===== config.mk =====
export PLATFORM = sky130hd
export DESIGN_NAME = dsg_top
export DESIGN_NICKNAME = d
export VERILOG_FILES = /design/src/shared/dsg_pkg.sv /design/src/shared/dsg_gate_if.sv /design/src/logic/dsg_gate_unit.sv /design/src/logic/dsg_top.sv
export SDC_FILE = /design/constraint.sdc
export NUM_CORES = 1
export LEC_CHECK = 0
export ABC_CLOCK_PERIOD_IN_PS = 3300
export BUFFER_PORTS_ARGS = -buffer_cell sky130_fd_sc_hd__buf_4
export CAP_MARGIN = 0
export CELL_PAD_IN_SITES_DETAIL_PLACEMENT = 0
export CELL_PAD_IN_SITES_GLOBAL_PLACEMENT = 1
export CORE_UTILIZATION = 37
export DETAILED_ROUTE_END_ITERATION = 8
export PLACE_DENSITY_LB_ADDON = 0.1
export SLEW_MARGIN = 20
export SYNTH_ARGS = -nofsm -noshare
export SYNTH_HDL_FRONTEND = slang
export SYNTH_SLANG_ARGS = --single-unit

===== constraint.sdc =====
create_clock -name sys_clk -period 3.3 [get_ports sys_clk]
set_input_delay 0.495 -clock sys_clk [delete_from_list [all_inputs] [get_ports sys_clk]]
set_output_delay 0.495 -clock sys_clk [all_outputs]
set_load 0.05 [all_outputs]

===== src/shared/dsg_pkg.sv =====
// constants, register map and field layouts of the deep-sleep gating and soft reset block
`default_nettype none
package dsg_pkg;
	// ----------------------------------------------------------------
	// unit counts and indices
	// ----------------------------------------------------------------
	localparam int unsigned NUM_UNITS = 7;
	localparam int unsigned IDX_PORT_A = 0;
	localparam int unsigned IDX_PORT_E = 4;
	localparam int unsigned IDX_DMA = 5;
	localparam int unsigned IDX_USB = 6;
	// ----------------------------------------------------------------
	// register byte offsets
	// ----------------------------------------------------------------
	localparam logic [11:0] OFS_SOFT_RESET = 12'h040;
	localparam logic [11:0] OFS_RUN_CFG = 12'h060;
	localparam logic [11:0] OFS_RUN_GATE = 12'h108;
	localparam logic [11:0] OFS_SLEEP_GATE = 12'h118;
	localparam logic [11:0] OFS_DEEP_GATE = 12'h128;
	localparam logic [11:0] OFS_IRQ_STATUS = 12'h150;
	localparam logic [11:0] OFS_IRQ_ENABLE = 12'h154;
	localparam logic [11:0] OFS_IRQ_CLEAR = 12'h158;
	// ----------------------------------------------------------------
	// field positions
	// ----------------------------------------------------------------
	localparam int unsigned BIT_USB_GATE = 16;
	localparam int unsigned BIT_DMA_GATE = 13;
	localparam int unsigned BIT_PORT_E_GATE = 4;
	localparam int unsigned BIT_CAN_RST = 24;
	localparam int unsigned BIT_ADC_RST = 16;
	localparam int unsigned BIT_HIB_RST = 6;
	localparam int unsigned BIT_WDT_RST = 3;
	localparam int unsigned BIT_AUTO_GATE = 27;
	// ----------------------------------------------------------------
	// implemented-bit masks and reset values
	// ----------------------------------------------------------------
	localparam logic [31:0] GATE_MASK = 32'h0001_201f;
	localparam logic [31:0] SOFT_RST_MASK = 32'h0101_0048;
	localparam logic [31:0] RUN_CFG_MASK = 32'h0800_0000;
	localparam logic [31:0] GATE_RESET = 32'h0000_0000;
	localparam logic [31:0] SOFT_RST_RESET = 32'h0000_0000;
	localparam logic [31:0] RUN_CFG_RESET = 32'h0000_0000;
	localparam logic [6:0] UNIT_RESET = 7'h00;

	// unit vector to register layout: ports a..e low, dma, usb
	function automatic logic [31:0] dsg_pack(input logic [6:0] u);
		logic [31:0] r;
		r = 32'h0000_0000;
		r[BIT_PORT_E_GATE:0] = u[IDX_PORT_E:IDX_PORT_A];
		r[BIT_DMA_GATE] = u[IDX_DMA];
		r[BIT_USB_GATE] = u[IDX_USB];
		return r;
	endfunction

	// register layout to unit vector
	function automatic logic [6:0] dsg_unpack(input logic [31:0] r);
		logic [6:0] u;
		u = UNIT_RESET;
		u[IDX_PORT_E:IDX_PORT_A] = r[BIT_PORT_E_GATE:0];
		u[IDX_DMA] = r[BIT_DMA_GATE];
		u[IDX_USB] = r[BIT_USB_GATE];
		return u;
	endfunction
endpackage
`default_nettype wire


===== src/shared/dsg_gate_if.sv =====
// carrier between the register front end and the per-unit gate stage
`default_nettype none
interface dsg_gate_if;
	logic [6:0] run_set;
	logic [6:0] sleep_set;
	logic [6:0] deep_set;
	logic auto_gate;
	logic sleep_mode;
	logic deep_mode;
	logic [6:0] acc_valid;
	logic [6:0] clk_en;
	logic [6:0] fault;
	modport ctrl (
		output run_set, sleep_set, deep_set, auto_gate, sleep_mode, deep_mode, acc_valid,
		input clk_en, fault
	);
	modport gate (
		input run_set, sleep_set, deep_set, auto_gate, sleep_mode, deep_mode, acc_valid,
		output clk_en, fault
	);
endinterface
`default_nettype wire


===== src/logic/dsg_gate_unit.sv =====
// per-unit clock enable selection and fault detection
`default_nettype none
module dsg_gate_unit
	import dsg_pkg::*;
(
	// clock and reset
	input wire logic sys_clk,
	input wire logic sys_rst,
	// gate carrier
	dsg_gate_if.gate gif
);
	logic use_deep;
	logic use_sleep;

	// sleep sets govern only with auto gating on; deep wins over sleep
	assign use_deep = gif.auto_gate && gif.deep_mode; // see [RULE_06] see [RULE_07]
	assign use_sleep = gif.auto_gate && gif.sleep_mode && !gif.deep_mode; // see [RULE_07]

	// one enable flop per unit so a change lands on a clock edge only
	genvar g;
	generate
		for (g = 0; g < NUM_UNITS; g++) begin : g_unit
			logic sel;
			always_comb begin
				if (use_deep) begin
					sel = gif.deep_set[g]; // see [RULE_01] see [RULE_02]
				end else if (use_sleep) begin
					sel = gif.sleep_set[g];
				end else begin
					sel = gif.run_set[g];
				end
			end
			always_ff @(posedge sys_clk or posedge sys_rst) begin
				if (sys_rst) begin
					gif.clk_en[g] <= 1'b0; // see [RULE_04]
				end else begin
					gif.clk_en[g] <= sel; // see [RULE_16]
				end
			end
			// a gated unit answers any access with a fault
			assign gif.fault[g] = gif.acc_valid[g] && !gif.clk_en[g]; // see [RULE_03]
		end
	endgenerate

	// ----------------------------------------------------------------
	// checks
	// ----------------------------------------------------------------
	chk_deep_set_used: assert property ( // see [RULE_06]
		@(posedge sys_clk) disable iff (sys_rst)
		(gif.auto_gate && gif.deep_mode) |=> (gif.clk_en == $past(gif.deep_set))
	) else $error("deep-sleep set not applied in deep sleep");

	chk_run_set_default: assert property ( // see [RULE_07]
		@(posedge sys_clk) disable iff (sys_rst)
		!gif.auto_gate |=> (gif.clk_en == $past(gif.run_set))
	) else $error("run set not in effect with auto gating off");

	chk_gated_fault: assert property ( // see [RULE_03]
		@(posedge sys_clk) disable iff (sys_rst)
		(gif.acc_valid & ~gif.clk_en) == gif.fault
	) else $error("access to gated unit without fault");

	chk_deep_bit_clock: assert property ( // see [RULE_01]
		@(posedge sys_clk) disable iff (sys_rst)
		(gif.auto_gate && gif.deep_mode && gif.deep_set[IDX_USB])[*2] |-> gif.clk_en[IDX_USB]
	) else $error("usb clock stopped although kept in deep sleep");
endmodule
`default_nettype wire


===== src/logic/dsg_top.sv =====
// deep-sleep clock gating and software reset control with apb register access
// Behaviour
// [RULE_01] a set deep-sleep gating bit keeps that unit clocked in deep sleep
// [RULE_02] a clear gating bit stops the unit clock, unit disabled
// [RULE_03] accesses to a unit whose clock is gated answer with a bus fault
// [RULE_04] all gating bits are zero after reset, all units unclocked
// [RULE_05] software must set gating bits for the units it needs
// [RULE_06] separate run, sleep and deep-sleep sets; deep set only in deep sleep
// [RULE_07] sleep sets act only with auto gating set, otherwise run set
// [RULE_08] deep gate bit 16 usb, 13 dma, 4..0 ports e..a
// [RULE_09] reserved bits are read-only and read as zero
// [RULE_10] software keeps reserved bits in read-modify-write
// [RULE_11] soft reset writes are masked by capability presence bits
// [RULE_12] soft reset bit 24 resets can, bit 16 resets analog converter
// [RULE_13] soft reset bit 6 resets hibernation, bit 3 resets watchdog
// [RULE_14] soft reset register is read-write, resets to all zeros
// [RULE_15] a set reset bit holds the unit in reset, clearing releases it
// [RULE_16] gating and reset changes take effect on the system clock edge
`default_nettype none
module dsg_top
	import dsg_pkg::*;
(
	// clock and reset
	input wire logic sys_clk,
	input wire logic sys_rst,
	// apb slave
	input wire logic [11:0] paddr,
	input wire logic psel,
	input wire logic penable,
	input wire logic pwrite,
	input wire logic [31:0] pwdata,
	input wire logic [3:0] pstrb,
	output logic [31:0] prdata,
	output logic pready,
	output logic pslverr,
	// power mode from the processor
	input wire logic sleep_mode,
	input wire logic deep_sleep_mode,
	// presence bits of the capability register
	input wire logic [31:0] capability_register_one,
	// unit access monitor
	input wire logic [6:0] unit_acc_valid,
	output logic [6:0] unit_acc_fault,
	// unit clock enables and resets
	output logic [6:0] unit_clk_en,
	output logic can_unit_reset,
	output logic adc_unit_reset,
	output logic hibernation_reset,
	output logic watchdog_reset,
	// interrupt
	output logic irq
);
	// ----------------------------------------------------------------
	// register state
	// ----------------------------------------------------------------
	logic [31:0] soft_reset_control_zero_reg;
	logic [31:0] run_mode_clock_config_reg;
	logic [31:0] run_mode_clock_gate_two_reg;
	logic [31:0] sleep_mode_clock_gate_two_reg;
	logic [31:0] deep_sleep_clock_gate_two_reg;
	logic [6:0] irq_status_reg;
	logic [6:0] irq_status_next;
	logic [6:0] irq_enable_reg;
	logic [31:0] prdata_reg;
	logic err_reg;
	logic [31:0] rd_value;
	logic rd_hit;
	logic [31:0] byte_mask;
	logic setup_ph;
	logic wr_acc;
	logic [6:0] irq_clear;
	logic wr_soft;
	logic [31:0] soft_reset_next;

	dsg_gate_if gif ();

	// ----------------------------------------------------------------
	// apb phases
	// ----------------------------------------------------------------
	// zero wait states: every access phase completes on its first edge
	assign setup_ph = psel && !penable;
	assign wr_acc = psel && penable && pwrite;
	assign pready = psel && penable;
	assign pslverr = psel && penable && err_reg;
	assign prdata = prdata_reg;

	// byte lanes widened into a bit mask
	genvar b;
	generate
		for (b = 0; b < 4; b++) begin : g_lane
			assign byte_mask[8*b+7:8*b] = {8{pstrb[b]}};
		end
	endgenerate

	// ----------------------------------------------------------------
	// read decode
	// ----------------------------------------------------------------
	// reserved bits read as zero: gate, reset and config values are masked with their implemented-bit masks, irq registers are zero-extended
	always_comb begin
		rd_hit = 1'b1;
		rd_value = 32'h0000_0000;
		unique case (paddr)
			OFS_SOFT_RESET: rd_value = soft_reset_control_zero_reg & SOFT_RST_MASK; // see [RULE_09]
			OFS_RUN_CFG: rd_value = run_mode_clock_config_reg & RUN_CFG_MASK;
			OFS_RUN_GATE: rd_value = run_mode_clock_gate_two_reg & GATE_MASK;
			OFS_SLEEP_GATE: rd_value = sleep_mode_clock_gate_two_reg & GATE_MASK;
			OFS_DEEP_GATE: rd_value = deep_sleep_clock_gate_two_reg & GATE_MASK; // see [RULE_09]
			OFS_IRQ_STATUS: rd_value = {25'h0, irq_status_reg};
			OFS_IRQ_ENABLE: rd_value = {25'h0, irq_enable_reg};
			OFS_IRQ_CLEAR: rd_value = 32'h0000_0000; // write-only, reads zero
			default: rd_hit = 1'b0;
		endcase
	end

	// read data and error are prepared in the setup phase so they come from flops
	always_ff @(posedge sys_clk or posedge sys_rst) begin
		if (sys_rst) begin
			prdata_reg <= 32'h0000_0000;
			err_reg <= 1'b0;
		end else if (setup_ph) begin
			prdata_reg <= pwrite ? 32'h0000_0000 : rd_value;
			err_reg <= !rd_hit;
		end
	end

	// ----------------------------------------------------------------
	// software reset register
	// ----------------------------------------------------------------
	// absent units can never be put into reset: mask by presence bits
	assign wr_soft = wr_acc && (paddr == OFS_SOFT_RESET);
	assign soft_reset_next = ((soft_reset_control_zero_reg & ~byte_mask) | (pwdata & byte_mask))
		& capability_register_one & SOFT_RST_MASK; // see [RULE_11] see [RULE_09]

	always_ff @(posedge sys_clk or posedge sys_rst) begin
		if (sys_rst) begin
			soft_reset_control_zero_reg <= SOFT_RST_RESET; // see [RULE_14]
		end else if (wr_soft) begin
			soft_reset_control_zero_reg <= soft_reset_next; // see [RULE_14] see [RULE_16]
		end
	end

	// reset lines straight from flops: a bit held high keeps its unit in reset
	assign can_unit_reset = soft_reset_control_zero_reg[BIT_CAN_RST]; // see [RULE_12] see [RULE_15]
	assign adc_unit_reset = soft_reset_control_zero_reg[BIT_ADC_RST]; // see [RULE_12] see [RULE_15]
	assign hibernation_reset = soft_reset_control_zero_reg[BIT_HIB_RST]; // see [RULE_13]
	assign watchdog_reset = soft_reset_control_zero_reg[BIT_WDT_RST]; // see [RULE_13] see [RULE_15]

	// ----------------------------------------------------------------
	// gating registers and run-mode clock configuration
	// ----------------------------------------------------------------
	// all three gate sets reset to zero; software enables what it needs
	always_ff @(posedge sys_clk or posedge sys_rst) begin
		if (sys_rst) begin
			run_mode_clock_gate_two_reg <= GATE_RESET; // see [RULE_04]
			sleep_mode_clock_gate_two_reg <= GATE_RESET; // see [RULE_04]
			deep_sleep_clock_gate_two_reg <= GATE_RESET; // see [RULE_04]
		end else if (wr_acc) begin
			if (paddr == OFS_RUN_GATE) begin
				run_mode_clock_gate_two_reg <= ((run_mode_clock_gate_two_reg & ~byte_mask)
					| (pwdata & byte_mask)) & GATE_MASK;
			end
			if (paddr == OFS_SLEEP_GATE) begin
				sleep_mode_clock_gate_two_reg <= ((sleep_mode_clock_gate_two_reg & ~byte_mask)
					| (pwdata & byte_mask)) & GATE_MASK;
			end
			if (paddr == OFS_DEEP_GATE) begin
				deep_sleep_clock_gate_two_reg <= ((deep_sleep_clock_gate_two_reg & ~byte_mask)
					| (pwdata & byte_mask)) & GATE_MASK; // see [RULE_08] see [RULE_09]
			end
		end
	end

	// only the auto gating bit is implemented here
	always_ff @(posedge sys_clk or posedge sys_rst) begin
		if (sys_rst) begin
			run_mode_clock_config_reg <= RUN_CFG_RESET;
		end else if (wr_acc && (paddr == OFS_RUN_CFG)) begin
			run_mode_clock_config_reg <= ((run_mode_clock_config_reg & ~byte_mask)
				| (pwdata & byte_mask)) & RUN_CFG_MASK;
		end
	end

	// ----------------------------------------------------------------
	// gate stage
	// ----------------------------------------------------------------
	// field unpack maps usb, dma and ports e..a onto unit indices
	assign gif.run_set = dsg_unpack(run_mode_clock_gate_two_reg);
	assign gif.sleep_set = dsg_unpack(sleep_mode_clock_gate_two_reg);
	assign gif.deep_set = dsg_unpack(deep_sleep_clock_gate_two_reg); // see [RULE_08]
	assign gif.auto_gate = run_mode_clock_config_reg[BIT_AUTO_GATE]; // see [RULE_07]
	assign gif.sleep_mode = sleep_mode;
	assign gif.deep_mode = deep_sleep_mode;
	assign gif.acc_valid = unit_acc_valid;
	assign unit_clk_en = gif.clk_en;
	assign unit_acc_fault = gif.fault;

	dsg_gate_unit u_gate (
		.sys_clk(sys_clk),
		.sys_rst(sys_rst),
		.gif(gif)
	);

	// ----------------------------------------------------------------
	// interrupts
	// ----------------------------------------------------------------
	// a fault in the same cycle as its clear still lands: set wins
	assign irq_clear = (wr_acc && (paddr == OFS_IRQ_CLEAR)) ? pwdata[6:0] & byte_mask[6:0]
		: 7'h00;
	assign irq_status_next = (irq_status_reg & ~irq_clear) | unit_acc_fault;

	always_ff @(posedge sys_clk or posedge sys_rst) begin
		if (sys_rst) begin
			irq_status_reg <= UNIT_RESET;
		end else begin
			irq_status_reg <= irq_status_next;
		end
	end

	always_ff @(posedge sys_clk or posedge sys_rst) begin
		if (sys_rst) begin
			irq_enable_reg <= UNIT_RESET;
		end else if (wr_acc && (paddr == OFS_IRQ_ENABLE) && pstrb[0]) begin
			irq_enable_reg <= pwdata[6:0];
		end
	end

	// level output, high while an enabled status bit is set
	assign irq = |(irq_status_reg & irq_enable_reg);

	// ----------------------------------------------------------------
	// checks
	// ----------------------------------------------------------------
	chk_soft_mask_cap: assert property ( // see [RULE_11]
		@(posedge sys_clk) disable iff (sys_rst)
		(wr_soft && !capability_register_one[BIT_HIB_RST] && !hibernation_reset)
		|=> !hibernation_reset
	) else $error("reset bit of absent unit was set");

	chk_can_reset_write: assert property ( // see [RULE_12] see [RULE_15]
		@(posedge sys_clk) disable iff (sys_rst)
		(wr_soft && pstrb[3] && capability_register_one[BIT_CAN_RST])
		|=> (can_unit_reset == $past(pwdata[BIT_CAN_RST]))
	) else $error("can reset does not follow its register bit");

	chk_wdt_reset_hold: assert property ( // see [RULE_13] see [RULE_15]
		@(posedge sys_clk) disable iff (sys_rst)
		(watchdog_reset && !wr_soft) |=> watchdog_reset
	) else $error("watchdog released without a write");

	chk_reserved_zero: assert property ( // see [RULE_09]
		@(posedge sys_clk) disable iff (sys_rst)
		(pready && !pwrite && (paddr == OFS_DEEP_GATE)) |-> ((prdata & ~GATE_MASK) == 32'h0)
	) else $error("reserved gate bits read as nonzero");

	chk_reset_values: assert property ( // see [RULE_04] see [RULE_14]
		@(posedge sys_clk)
		$fell(sys_rst) |-> (unit_clk_en == 7'h00 && soft_reset_control_zero_reg == 32'h0)
	) else $error("control state not zero after reset");

	chk_deep_map_usb: assert property ( // see [RULE_08]
		@(posedge sys_clk) disable iff (sys_rst)
		(wr_acc && paddr == OFS_DEEP_GATE && pstrb[2])
		|=> (gif.deep_set[IDX_USB] == $past(pwdata[BIT_USB_GATE]))
	) else $error("deep gate usb bit not at its position");

	chk_irq_set_wins: assert property (
		@(posedge sys_clk) disable iff (sys_rst)
		(unit_acc_fault[0] && irq_clear[0]) |=> irq_status_reg[0]
	) else $error("fault event lost against clear");

	chk_irq_level: assert property (
		@(posedge sys_clk) disable iff (sys_rst)
		irq == (|(irq_status_reg & irq_enable_reg))
	) else $error("irq does not match enabled status");

	chk_gate_edge_sync: assert property ( // see [RULE_16]
		@(posedge sys_clk) disable iff (sys_rst)
		(!gif.auto_gate && $changed(gif.run_set)) |-> (unit_clk_en == $past(gif.run_set))
	) else $error("clock enable changed before the clock edge");
endmodule
`default_nettype wire


==> flow_summary.yaml, run 1 <==
run_status:
  status: "finished clean"
pwr:
  ir_worst_vdd_uv: 227
  finalPower_w: 0.00159
  power_density_nw_per_um2: 399
  power.leakage_nw: 1.92
drt:
  drtAntennaViolNets: 0
  drc: 0
  drt_first_iter_violations: 103
  wl_per_cell_microns: 16.9
  drt-pass1-iter-count: 4
  vias: 2546
  drt-total-wl_microns: 8270
  vias_per_cell: 5.20
synth:
  synth-simple-area-share_pct: 16.7
  synth-seq-area-share_pct: 46.2
  synthXorXnorAreaFrac_pct: 0
  syn_inst: 303
  synth-compound-area-share_pct: 13.6
  syn_area_sq_um: 3190
  avgSynthCellArea_sq_um: 10.5
  synth-main-ff-cell: "dfrtp_1"
  synth_top_family_by_area: "simple AND/OR/NAND/NOR gates"
  synth_edf_count: 0
  synth_cell_types: 47
  muxShareOfSynthArea_pct: 15.2
  synth_warnings: 0
  synthAdderAreaFrac_pct: 0
  synthArstFlopShare_pct: 100
  synth-seq-cells: 59
floorplanning:
  die_w_microns: 94.9
  die_area_sq_um: 9010
  rows: 33
  ios: 147
  die_h_microns: 94.9
  core_sq_um: 8300
  start_util_pct: 38.5
global_route:
  grt_overflow: 0
  grt_pass1_vias: 2450
  antenna_found_initial: 0
  grt-busiest-layer: "met2"
  grt_max_degree: 27
  gr-usage-met3_pct: 4.35
  grt_use_met1_pct: 28.1
  grt_pass1_wl_microns: 13100
  grtUsageTotal_pct: 19.9
  use_met2_pct: 30.5
clock_network:
  numCtsBuffers: 9
  path_clk_slew_ns: 0.06
  worstSkewPairLatency_ns: 0.33
  clock-root-buffer: "clkbuf_8"
  clk_path_buf_depth: 2
  cts_tree: "done"
  post_cts_buffers: 0
  cts_resized: 0
  htree_levels: 3
  cts_hold_buf: 0
  cts.sinks: 59
layout:
  fin_nets: 475
  syn2layout_area_growth_pct: 25.1
  diodes: 0
  multi_input_comb_area_sq_um: 1530
  final_common_cell: "buf_4"
  fin_area_sq_um: 4000
  post-route-util_pct: 48.1
  fillers: 797
  seq_area_sq_um: 1480
  drive_above_1_share_pct: 27.5
  final_cell_mix: "84 x buf_4, 59 x dfrtp_1, 35 x mux2_1, 23 x nand3_1, 21 x conb_1"
worst_setup_path:
  critical_path.slowest_cell: "and3b_1"
  r2r_cells: 2
  critical_path.top_delay_family: "simple AND/OR/NAND/NOR gates"
  crit_arrival_ns: 2.34
  cpPeakStageDelay_ns: 0.43
  crit_top_cell: "buf_4"
  r2r_slack_ns: 1.97
  r2r_end: "u_gate.gif.clk_en[5]$_DFF_PP0_"
  worstPathCellList: "buf_4, nor4b_2, buf_4, and3b_1, and3_1, mux2_1"
  crit_required_ns: 3.51
  cp-end-kind: "flop"
  critPathKind: "input port to flop"
  critPathLaunchType: "input port"
  worst-path-max-fanout: 11
  cp_num_buf_inv: 2
sta:
  fin_crit_ns: 2.13
  slew_headroom_pct: 58.0
  fmax_ghz: 0.470
  timing.hold.ws_ns: 0.168
  rsz0062_at_grt: "false"
  slew_violations: 0
  skew_ns: 0.00589
  setup_viol: 0
  post-route-period-util_pct: 64.5
  hold_viol_final: 0
  worst_slew_pin_slew_ns: 0.621
  finalSetupTns_ns: 0
placed_design:
  place_area_sq_um: 3800
  port_buffers: 76
  routabilityCongestion: 0.791
  dp_hpwl_microns: 6390
hold_path:
  hold_path_class: "input port to async pin"
run:
  maxCapViolations: 0
## stage by stage
step	std cells	setup WS, ns
after CTS	490	1.13
after detailed placement	475	0.798
after global routing	490	1.02
after floorplan	323	1.35
after global placement	475	0.848
final	490	1.17
## worst register-to-register path, cell delays in order (launching register included)
cell and delay, ns:
dfrtp_1 0.55, o21ai_1 0.29, a22o_1 0.35
## logic make-up after synthesis
| family | after synthesis |
|---|---|
| buffers and inverters | 45 |
| other | 1 |
| AND/OR/NAND/NOR | 94 |
| multiplexers | 44 |
| AO/OA/AOI/OAI | 60 |
| flip-flops | 59 |
## per-layer routing
metal	part of all wire [%]	wire length, microns
met1	49	4040
met2	47	3890
met3	3.5	287
met4	0.68	56
met5	0	0
## cells in the mapped netlist, types with 2 or more instances
library cell	n	share of area, %
o2bb2ai_1	2	0.55
nor4b_1	2	0.55
nor2_2	2	0.39
mux2i_1	7	2.2
inv_1	8	0.94
nor2_1	9	1.1
and2_1	4	0.78
buf_2	6	0.94
a22oi_1	2	0.47
o211ai_1	3	0.71
a221o_1	3	0.94
a21o_1	8	1.9
a21oi_1	4	0.63
nand2_1	15	1.8
buf_4	22	5.2
nor3_1	2	0.31
o21ai_1	12	1.9
clkbuf_1	8	0.94
mux2_2	2	0.71
nand4_1	10	2.0
mux2_1	35	12
o21ai_0	5	0.78
nand3_1	23	3.6
a22o_1	14	3.8
and3_1	4	0.78
nor2b_1	12	2.4
dfrtp_1	59	46
## how the worst max path moves through the flow
stage / startpoint / to / depth (start not counted)
after detailed placement: paddr[9] / irq_enable_reg[5]$_DFFE_PP0P_ / 6
after global routing: paddr[9] / irq_enable_reg[6]$_DFFE_PP0P_ / 6
after floorplan: sys_rst / async pin / 1
after CTS: paddr[9] / irq_enable_reg[4]$_DFFE_PP0P_ / 6
after global placement: paddr[9] / irq_enable_reg[5]$_DFFE_PP0P_ / 6
final: paddr[9] / irq_enable_reg[4]$_DFFE_PP0P_ / 6
## area by class of cell
type	count	share of cell area (%)
Clock buffer	13	3.98
Clock inverter	2	0.877
Inverter	8	0.752
Multi-Input combinational cell	219	38.4
Sequential cell	59	37.0
Tap cell	105	3.29
Timing Repair Buffer	84	15.8
## power breakdown
group | internal (W) | leakage [nW] | total, W | switching (W)
combinational | 0.0000641 | 1.03 | 0.000210 | 0.000146
clock | 0.000385 | 0.0995 | 0.000657 | 0.000271
sequential | 0.000725 | 0.785 | 0.000726 | 0.000000999
total | 0.00117 | 1.92 | 0.00159 | 0.000418
Power figures use the tool's default switching activity.
==> run 2: changes to the inputs <==
--- a/config.mk
+++ b/config.mk
@@ -5,12 +5,12 @@
 export SDC_FILE = /design/constraint.sdc
 export NUM_CORES = 1
 export LEC_CHECK = 0
-export ABC_CLOCK_PERIOD_IN_PS = 3300
+export ABC_CLOCK_PERIOD_IN_PS = 2000
 export BUFFER_PORTS_ARGS = -buffer_cell sky130_fd_sc_hd__buf_4
 export CAP_MARGIN = 0
 export CELL_PAD_IN_SITES_DETAIL_PLACEMENT = 0
 export CELL_PAD_IN_SITES_GLOBAL_PLACEMENT = 1
-export CORE_UTILIZATION = 37
+export CORE_UTILIZATION = 35
 export DETAILED_ROUTE_END_ITERATION = 8
 export PLACE_DENSITY_LB_ADDON = 0.1
 export SLEW_MARGIN = 20
==> constraint.sdc (replaced) <==
create_clock -name sys_clk -period 2 [get_ports sys_clk]
set_input_delay 0.3 -clock sys_clk [delete_from_list [all_inputs] [get_ports sys_clk]]
set_output_delay 0.3 -clock sys_clk [all_outputs]
set_load 0.05 [all_outputs]
==> run 2 against run 1 <==
Net effect:
- count of clock-buffer cells in the layout unchanged
- register-to-register slack worse by 1.3 ns
- flip-flop and latch count unchanged
- critical endpoint is now irq
==> flow_summary.yaml, run 2 (synthesis results as in run 1) <==
sta:
  slew_headroom_pct: 61.5
  setup_viol: 0
  setup_slack_ns: 0.229
  rsz0062_at_grt: "false"
  hold_viol_final: 0
  skew_ns: 0.00687
  worst_slew_pin_slew_ns: 0.574
  post-route-period-util_pct: 88.5
  fmax_ghz: 0.565
  fin_crit_ns: 1.77
  slew_violations: 0
placed_design:
  place_area_sq_um: 3960
  routabilityCongestion: 0.759
  dpl_worst_slack_ns: -0.0236
  dp_hpwl_microns: 6670
  port_buffers: 76
worst_setup_path:
  cp-end-kind: "output pin"
  crit_arrival_ns: 1.47
  crit_required_ns: 1.70
  r2r_cells: 4
  worst-path-max-fanout: 3
  critPathKind: "flop to output pin"
  critPathLaunchType: "flop"
floorplanning:
  rows: 34
  ios: 147
  die_w_microns: 97.5
  die_h_microns: 97.5
  die_area_sq_um: 9510
  start_util_pct: 36.4
  core_sq_um: 8760
clock_network:
  cts.sinks: 59
  clk_path_buf_depth: 2
  clock-root-buffer: "clkbuf_8"
  cts_tree: "done"
  cts_hold_buf: 0
  htree_levels: 3
  path_clk_slew_ns: 0.06
  cts_resized: 0
  post_cts_buffers: 0
  numCtsBuffers: 9
  worstSkewPairLatency_ns: 0.33
global_route:
  grt_max_degree: 24
  grt_pass1_wl_microns: 14100
  grtUsageTotal_pct: 19.1
  grt_overflow: 0
  antenna_found_initial: 0
  grt_pass1_vias: 2657
pwr:
  ir_worst_vdd_uv: 418
  power.leakage_nw: 2.01
  power_density_nw_per_um2: 634
drt:
  drc: 0
  drt-total-wl_microns: 8650
  drtAntennaViolNets: 0
  drt-pass1-iter-count: 4
  vias_per_cell: 5.19
  wl_per_cell_microns: 17.0
  drt_first_iter_violations: 104
  vias: 2640
run:
  maxCapViolations: 0
layout:
  drive_above_1_share_pct: 30.4
  fin_area_sq_um: 4160
  diodes: 0
  final_cell_mix: "97 x buf_4, 59 x dfrtp_1, 35 x mux2_1, 23 x nand3_1, 21 x conb_1"
  fin_nets: 491
  final_common_cell: "buf_4"
  syn2layout_area_growth_pct: 30.2
run_status:
  status: "finished clean"
hold_path:
  hold_path_class: "input port to async pin"
==> run 2: report_power, final <==
group          total, W  internal [W]  leakage (nW)  switching [W]
sequential      0.00120       0.00120         0.785     0.00000151
combinational  0.000361      0.000116          1.12       0.000245
clock           0.00108      0.000636        0.0995       0.000440
total           0.00263       0.00195          2.01       0.000687
==> run 2: area by class of cell <==
type | count | area [sq um]
clock buffers | 13 | 159
well taps | 108 | 135
fillers | 840 | 4610
clock inverters | 2 | 35.0
inverters | 8 | 30.0
flip-flops and latches | 59 | 1480
repair buffers | 100 | 788
multi-input cells | 219 | 1530
==> run 2: stage by stage <==
| step | setup TNS [ns] | util, % | power [W] | std cells | hold slack, ns |
|---|---|---|---|---|---|
| 6_report | 0 | 47.4 | 0.00263 | 509 | 0.0161 |
| 5_1_grt | 0 | 47.4 | 0.00274 | 509 | 0.0531 |
| 4_1_cts | 0 | 47.4 | 0.00268 | 509 | 0.0254 |
| 3_5_place_dp | -0.0991 | 45.2 | 0.00158 | 494 | 0.388 |
| 3_3_place_gp | 0 | 45.2 | 0.00158 | 494 | 0.381 |
| 2_1_floorplan | 0 | - | 0.00146 | 323 | 0.402 |
==> run 2: worst paths after layout <==
check                                       startpoint                       endpoint  slack, ns
setup / recovery           irq_status_reg[6]$_DFF_PP0_                            irq       0.23
hold / removal                                 sys_rst                      async pin       0.02
setup reg to reg                                  flop          prdata[2]$_DFFE_PP0P_       0.72
hold reg to reg                 prdata[24]$_DFFE_PP0P_         prdata[24]$_DFFE_PP0P_       0.49
max in group asynchronous                      sys_rst          prdata[6]$_DFFE_PP0P_       1.48
min in group sys_clk                         pwdata[5]  irq_enable_reg[5]$_DFFE_PP0P_       0.21
==> run 2: critical path, cell delays in order, from the launching register on <==
cell and delay, ns:
dfrtp_1 0.40, a222oi_1 0.36, nand3_1 0.16, buf_4 0.22
==> run 2: layer usage <==
layer | up-vias | track usage [%] | wire length [microns]
met5 | - | 0 | 0
met1 | 1302 | 26.4 | 4070
met3 | 8 | 4.89 | 409
li1 | 1257 | - | -
met2 | 73 | 29.4 | 4040
met4 | 0 | 6.11 | 126
==> run 3: changes to the inputs <==
--- a/config.mk
+++ b/config.mk
@@ -5,15 +5,17 @@
 export SDC_FILE = /design/constraint.sdc
 export NUM_CORES = 1
 export LEC_CHECK = 0
+export ABC_AREA = 1
 export ABC_CLOCK_PERIOD_IN_PS = 2000
 export BUFFER_PORTS_ARGS = -buffer_cell sky130_fd_sc_hd__buf_4
 export CAP_MARGIN = 0
 export CELL_PAD_IN_SITES_DETAIL_PLACEMENT = 0
 export CELL_PAD_IN_SITES_GLOBAL_PLACEMENT = 1
-export CORE_UTILIZATION = 35
+export CORE_UTILIZATION = 33
 export DETAILED_ROUTE_END_ITERATION = 8
 export PLACE_DENSITY_LB_ADDON = 0.1
 export SLEW_MARGIN = 20
 export SYNTH_ARGS = -nofsm -noshare
 export SYNTH_HDL_FRONTEND = slang
 export SYNTH_SLANG_ARGS = --single-unit
+export TNS_END_PERCENT = 100
==> run 3 against run 2 <==
Net effect:
- cell count rose by 32%
- register-to-register slack improved by 0.12 ns
- largest power group is now the clock network
- sequential power barely moved
- critical path depth rose by 2
==> flow_summary.yaml, run 3 <==
pwr:
  seqPwrFrac_pct: 40.7
  clockPowerShare_pct: 45.6
  power_density_nw_per_um2: 690
  p_sw_w: 0.000821
  intPower_w: 0.00215
  power.leakage_nw: 2.20
  finalPower_w: 0.00297
  power.share.switching_pct: 27.6
  ir_worst_vdd_uv: 295
  combinationalPowerShare_pct: 13.7
clock_network:
  clock-root-buffer: "clkbuf_8"
  htree_levels: 3
  worstSkewPairLatency_ns: 0.33
  numCtsBuffers: 9
  cts_hold_buf: 0
  cts_tree: "done"
  cts_resized: 0
  clk_path_buf_depth: 2
  path_clk_slew_ns: 0.08
  post_cts_buffers: 0
  cts.sinks: 59
synth:
  synth.top_cell.area_share_pct: 43.3
  synth_top_area_cell: "dfrtp_1"
  synth-seq-cells: 59
  synthArstFlopShare_pct: 100
  synth_cell_types: 28
  synth-main-ff-cell: "dfrtp_1"
  synth.area.top_cells: "dfrtp_1 43%, nand2_1 15%, inv_1 5.7%"
  syn_inst: 450
  synth-seq-area-share_pct: 43.3
  yosys-top-cells-count: "139 x nand2_1, 59 x dfrtp_1, 52 x inv_1, 33 x nor2_1, 25 x o21ai_0"
  yosysMostFrequentCell: "nand2_1"
  synth_edf_count: 0
  synth_warnings: 0
  avgSynthCellArea_sq_um: 7.58
  syn_area_sq_um: 3410
global_route:
  grt_pass1_vias: 2912
  grt_overflow: 0
  grt_pass1_wl_microns: 15000
  grtUsageTotal_pct: 17.9
  grt_max_degree: 60
  antenna_found_initial: 0
layout:
  diodes: 0
  final_cell_mix: "139 x nand2_1, 78 x buf_4, 59 x dfrtp_1, 51 x inv_1, 33 x nor2_1"
  syn2layout_area_growth_pct: 26.2
  final_common_cell: "nand2_1"
  drive_above_1_share_pct: 27.1
  fin_nets: 627
drt:
  drt-total-wl_microns: 8990
  vias_per_cell: 4.53
  drt_first_iter_violations: 126
  drt-pass1-iter-count: 7
  vias: 3041
  wl_per_cell_microns: 13.4
  drc: 0
  drtAntennaViolNets: 0
placed_design:
  port_buffers: 76
  routabilityCongestion: 0.817
  dp_hpwl_microns: 6860
sta:
  fmax_ghz: 0.572
  post-route-period-util_pct: 87.5
  skew_ns: 0.0167
  setup_viol: 0
  slew_violations: 0
  hold_viol_final: 0
  rsz0062_at_grt: "false"
  finalSetupTns_ns: 0
  fin_crit_ns: 1.75
floorplanning:
  die_area_sq_um: 10700
  core_sq_um: 9910
  start_util_pct: 34.4
  rows: 36
  die_h_microns: 104
  die_w_microns: 104
  ios: 147
worst_setup_path:
  cp-end-kind: "output pin"
  critPathKind: "flop to output pin"
  worst-path-max-fanout: 3
  r2r_slack_ns: 0.84
  crit_top_cell: "nand2_1"
  crit_required_ns: 1.70
  crit_arrival_ns: 1.45
  crit_start: "irq_enable_reg[6]$_DFFE_PP0P_"
  critical_path.slowest_cell: "dfrtp_1"
  worstPathCellList: "nand2_1, nand2_1, a221oi_1, nand4_1, buf_4"
  cpPeakStageDelay_ns: 0.41
  critPathLaunchType: "flop"
hold_path:
  hold_path_class: "input port to async pin"
run_status:
  status: "finished clean"
run:
  maxCapViolations: 0
==> run 3: cell types whose count changed in the layout (fill, tap and decap cells not counted), moves of 10 or more <==
| cell | delta |
|---|---|
| nor2b_1 | -12 |
| inv_1 | +44 |
| buf_4 | -19 |
| nor2_1 | +24 |
| nand2_1 | +124 |
| a22o_1 | -14 |
| o21ai_0 | +20 |
| nand2_2 | +10 |
| nor2_4 | +12 |
| mux2_1 | -35 |
| a31oi_1 | +12 |
==> run 3: cell families after synthesis <==
kind of cell | synth area share (%)
AO/OA/AOI/OAI | 11.6
buffers and inverters | 12.3
flip-flops | 43.3
other | 0.110
AND/OR/NAND/NOR | 32.8
==> run 3: final timing paths <==
path	to	depth (start not counted)
setup / recovery	irq	5
hold / removal	irq_status_reg[0]$_DFF_PP0_	3
setup reg to reg	u_gate.gif.clk_en[4]$_DFF_PP0_	3
hold reg to reg	irq_status_reg[1]$_DFF_PP0_	1
max in group asynchronous	async pin	3
min in group sys_clk	flop	3
==> run 3: cell type report <==
| class | instances | area (sq um) |
|---|---|---|
| fillers | 1066 | 5600 |
| multi-input cells | 326 | 1590 |
| flip-flops and latches | 59 | 1480 |
| repair buffers | 79 | 606 |
| inverters | 58 | 218 |
| well taps | 133 | 166 |
| clock buffers | 9 | 124 |
| clock inverters | 7 | 124 |
==> run 3: stage by stage <==
step	cell area, sq um	cells	hold slack, ns	util (%)	setup slack [ns]
2_1_floorplan	3490	470	0.437	-	0.244
3_3_place_gp	4060	655	0.396	40.9	0.308
3_5_place_dp	4060	655	0.404	40.9	0.311
4_1_cts	4310	671	0.0367	43.4	0.208
5_1_grt	4310	671	0.0477	43.4	0.157
6_report	4310	671	0.0250	43.4	0.251
==> run 3: worst max-delay path: cells and delay by family (launching register included) <==
family,cells,cell delay [ns]
compound gates,1,0.23
buf+inv,1,0.21
flops,1,0.41
simple gates,3,0.26
==> run 3: power groups by stage <==
stage	clock [W]	sequential, W	combinational, W
2_1_floorplan	0	0.00126	0.000269
3_3_place_gp	0	0.00123	0.000409
3_5_place_dp	0	0.00123	0.000411
4_1_cts	0.00139	0.00121	0.000412
5_1_grt	0.00144	0.00121	0.000440
6_report	0.00136	0.00121	0.000407
==> run 3: layer usage <==
layer / share of wire, % / up-vias / global-route usage [%]
met5: 0 / - / 0
met3: 3.9 / 8 / 2.33
met1: 49 / 1402 / 24.9
met4: 0.97 / 0 / 5.61
li1: - / 1547 / -
met2: 46 / 84 / 28.8
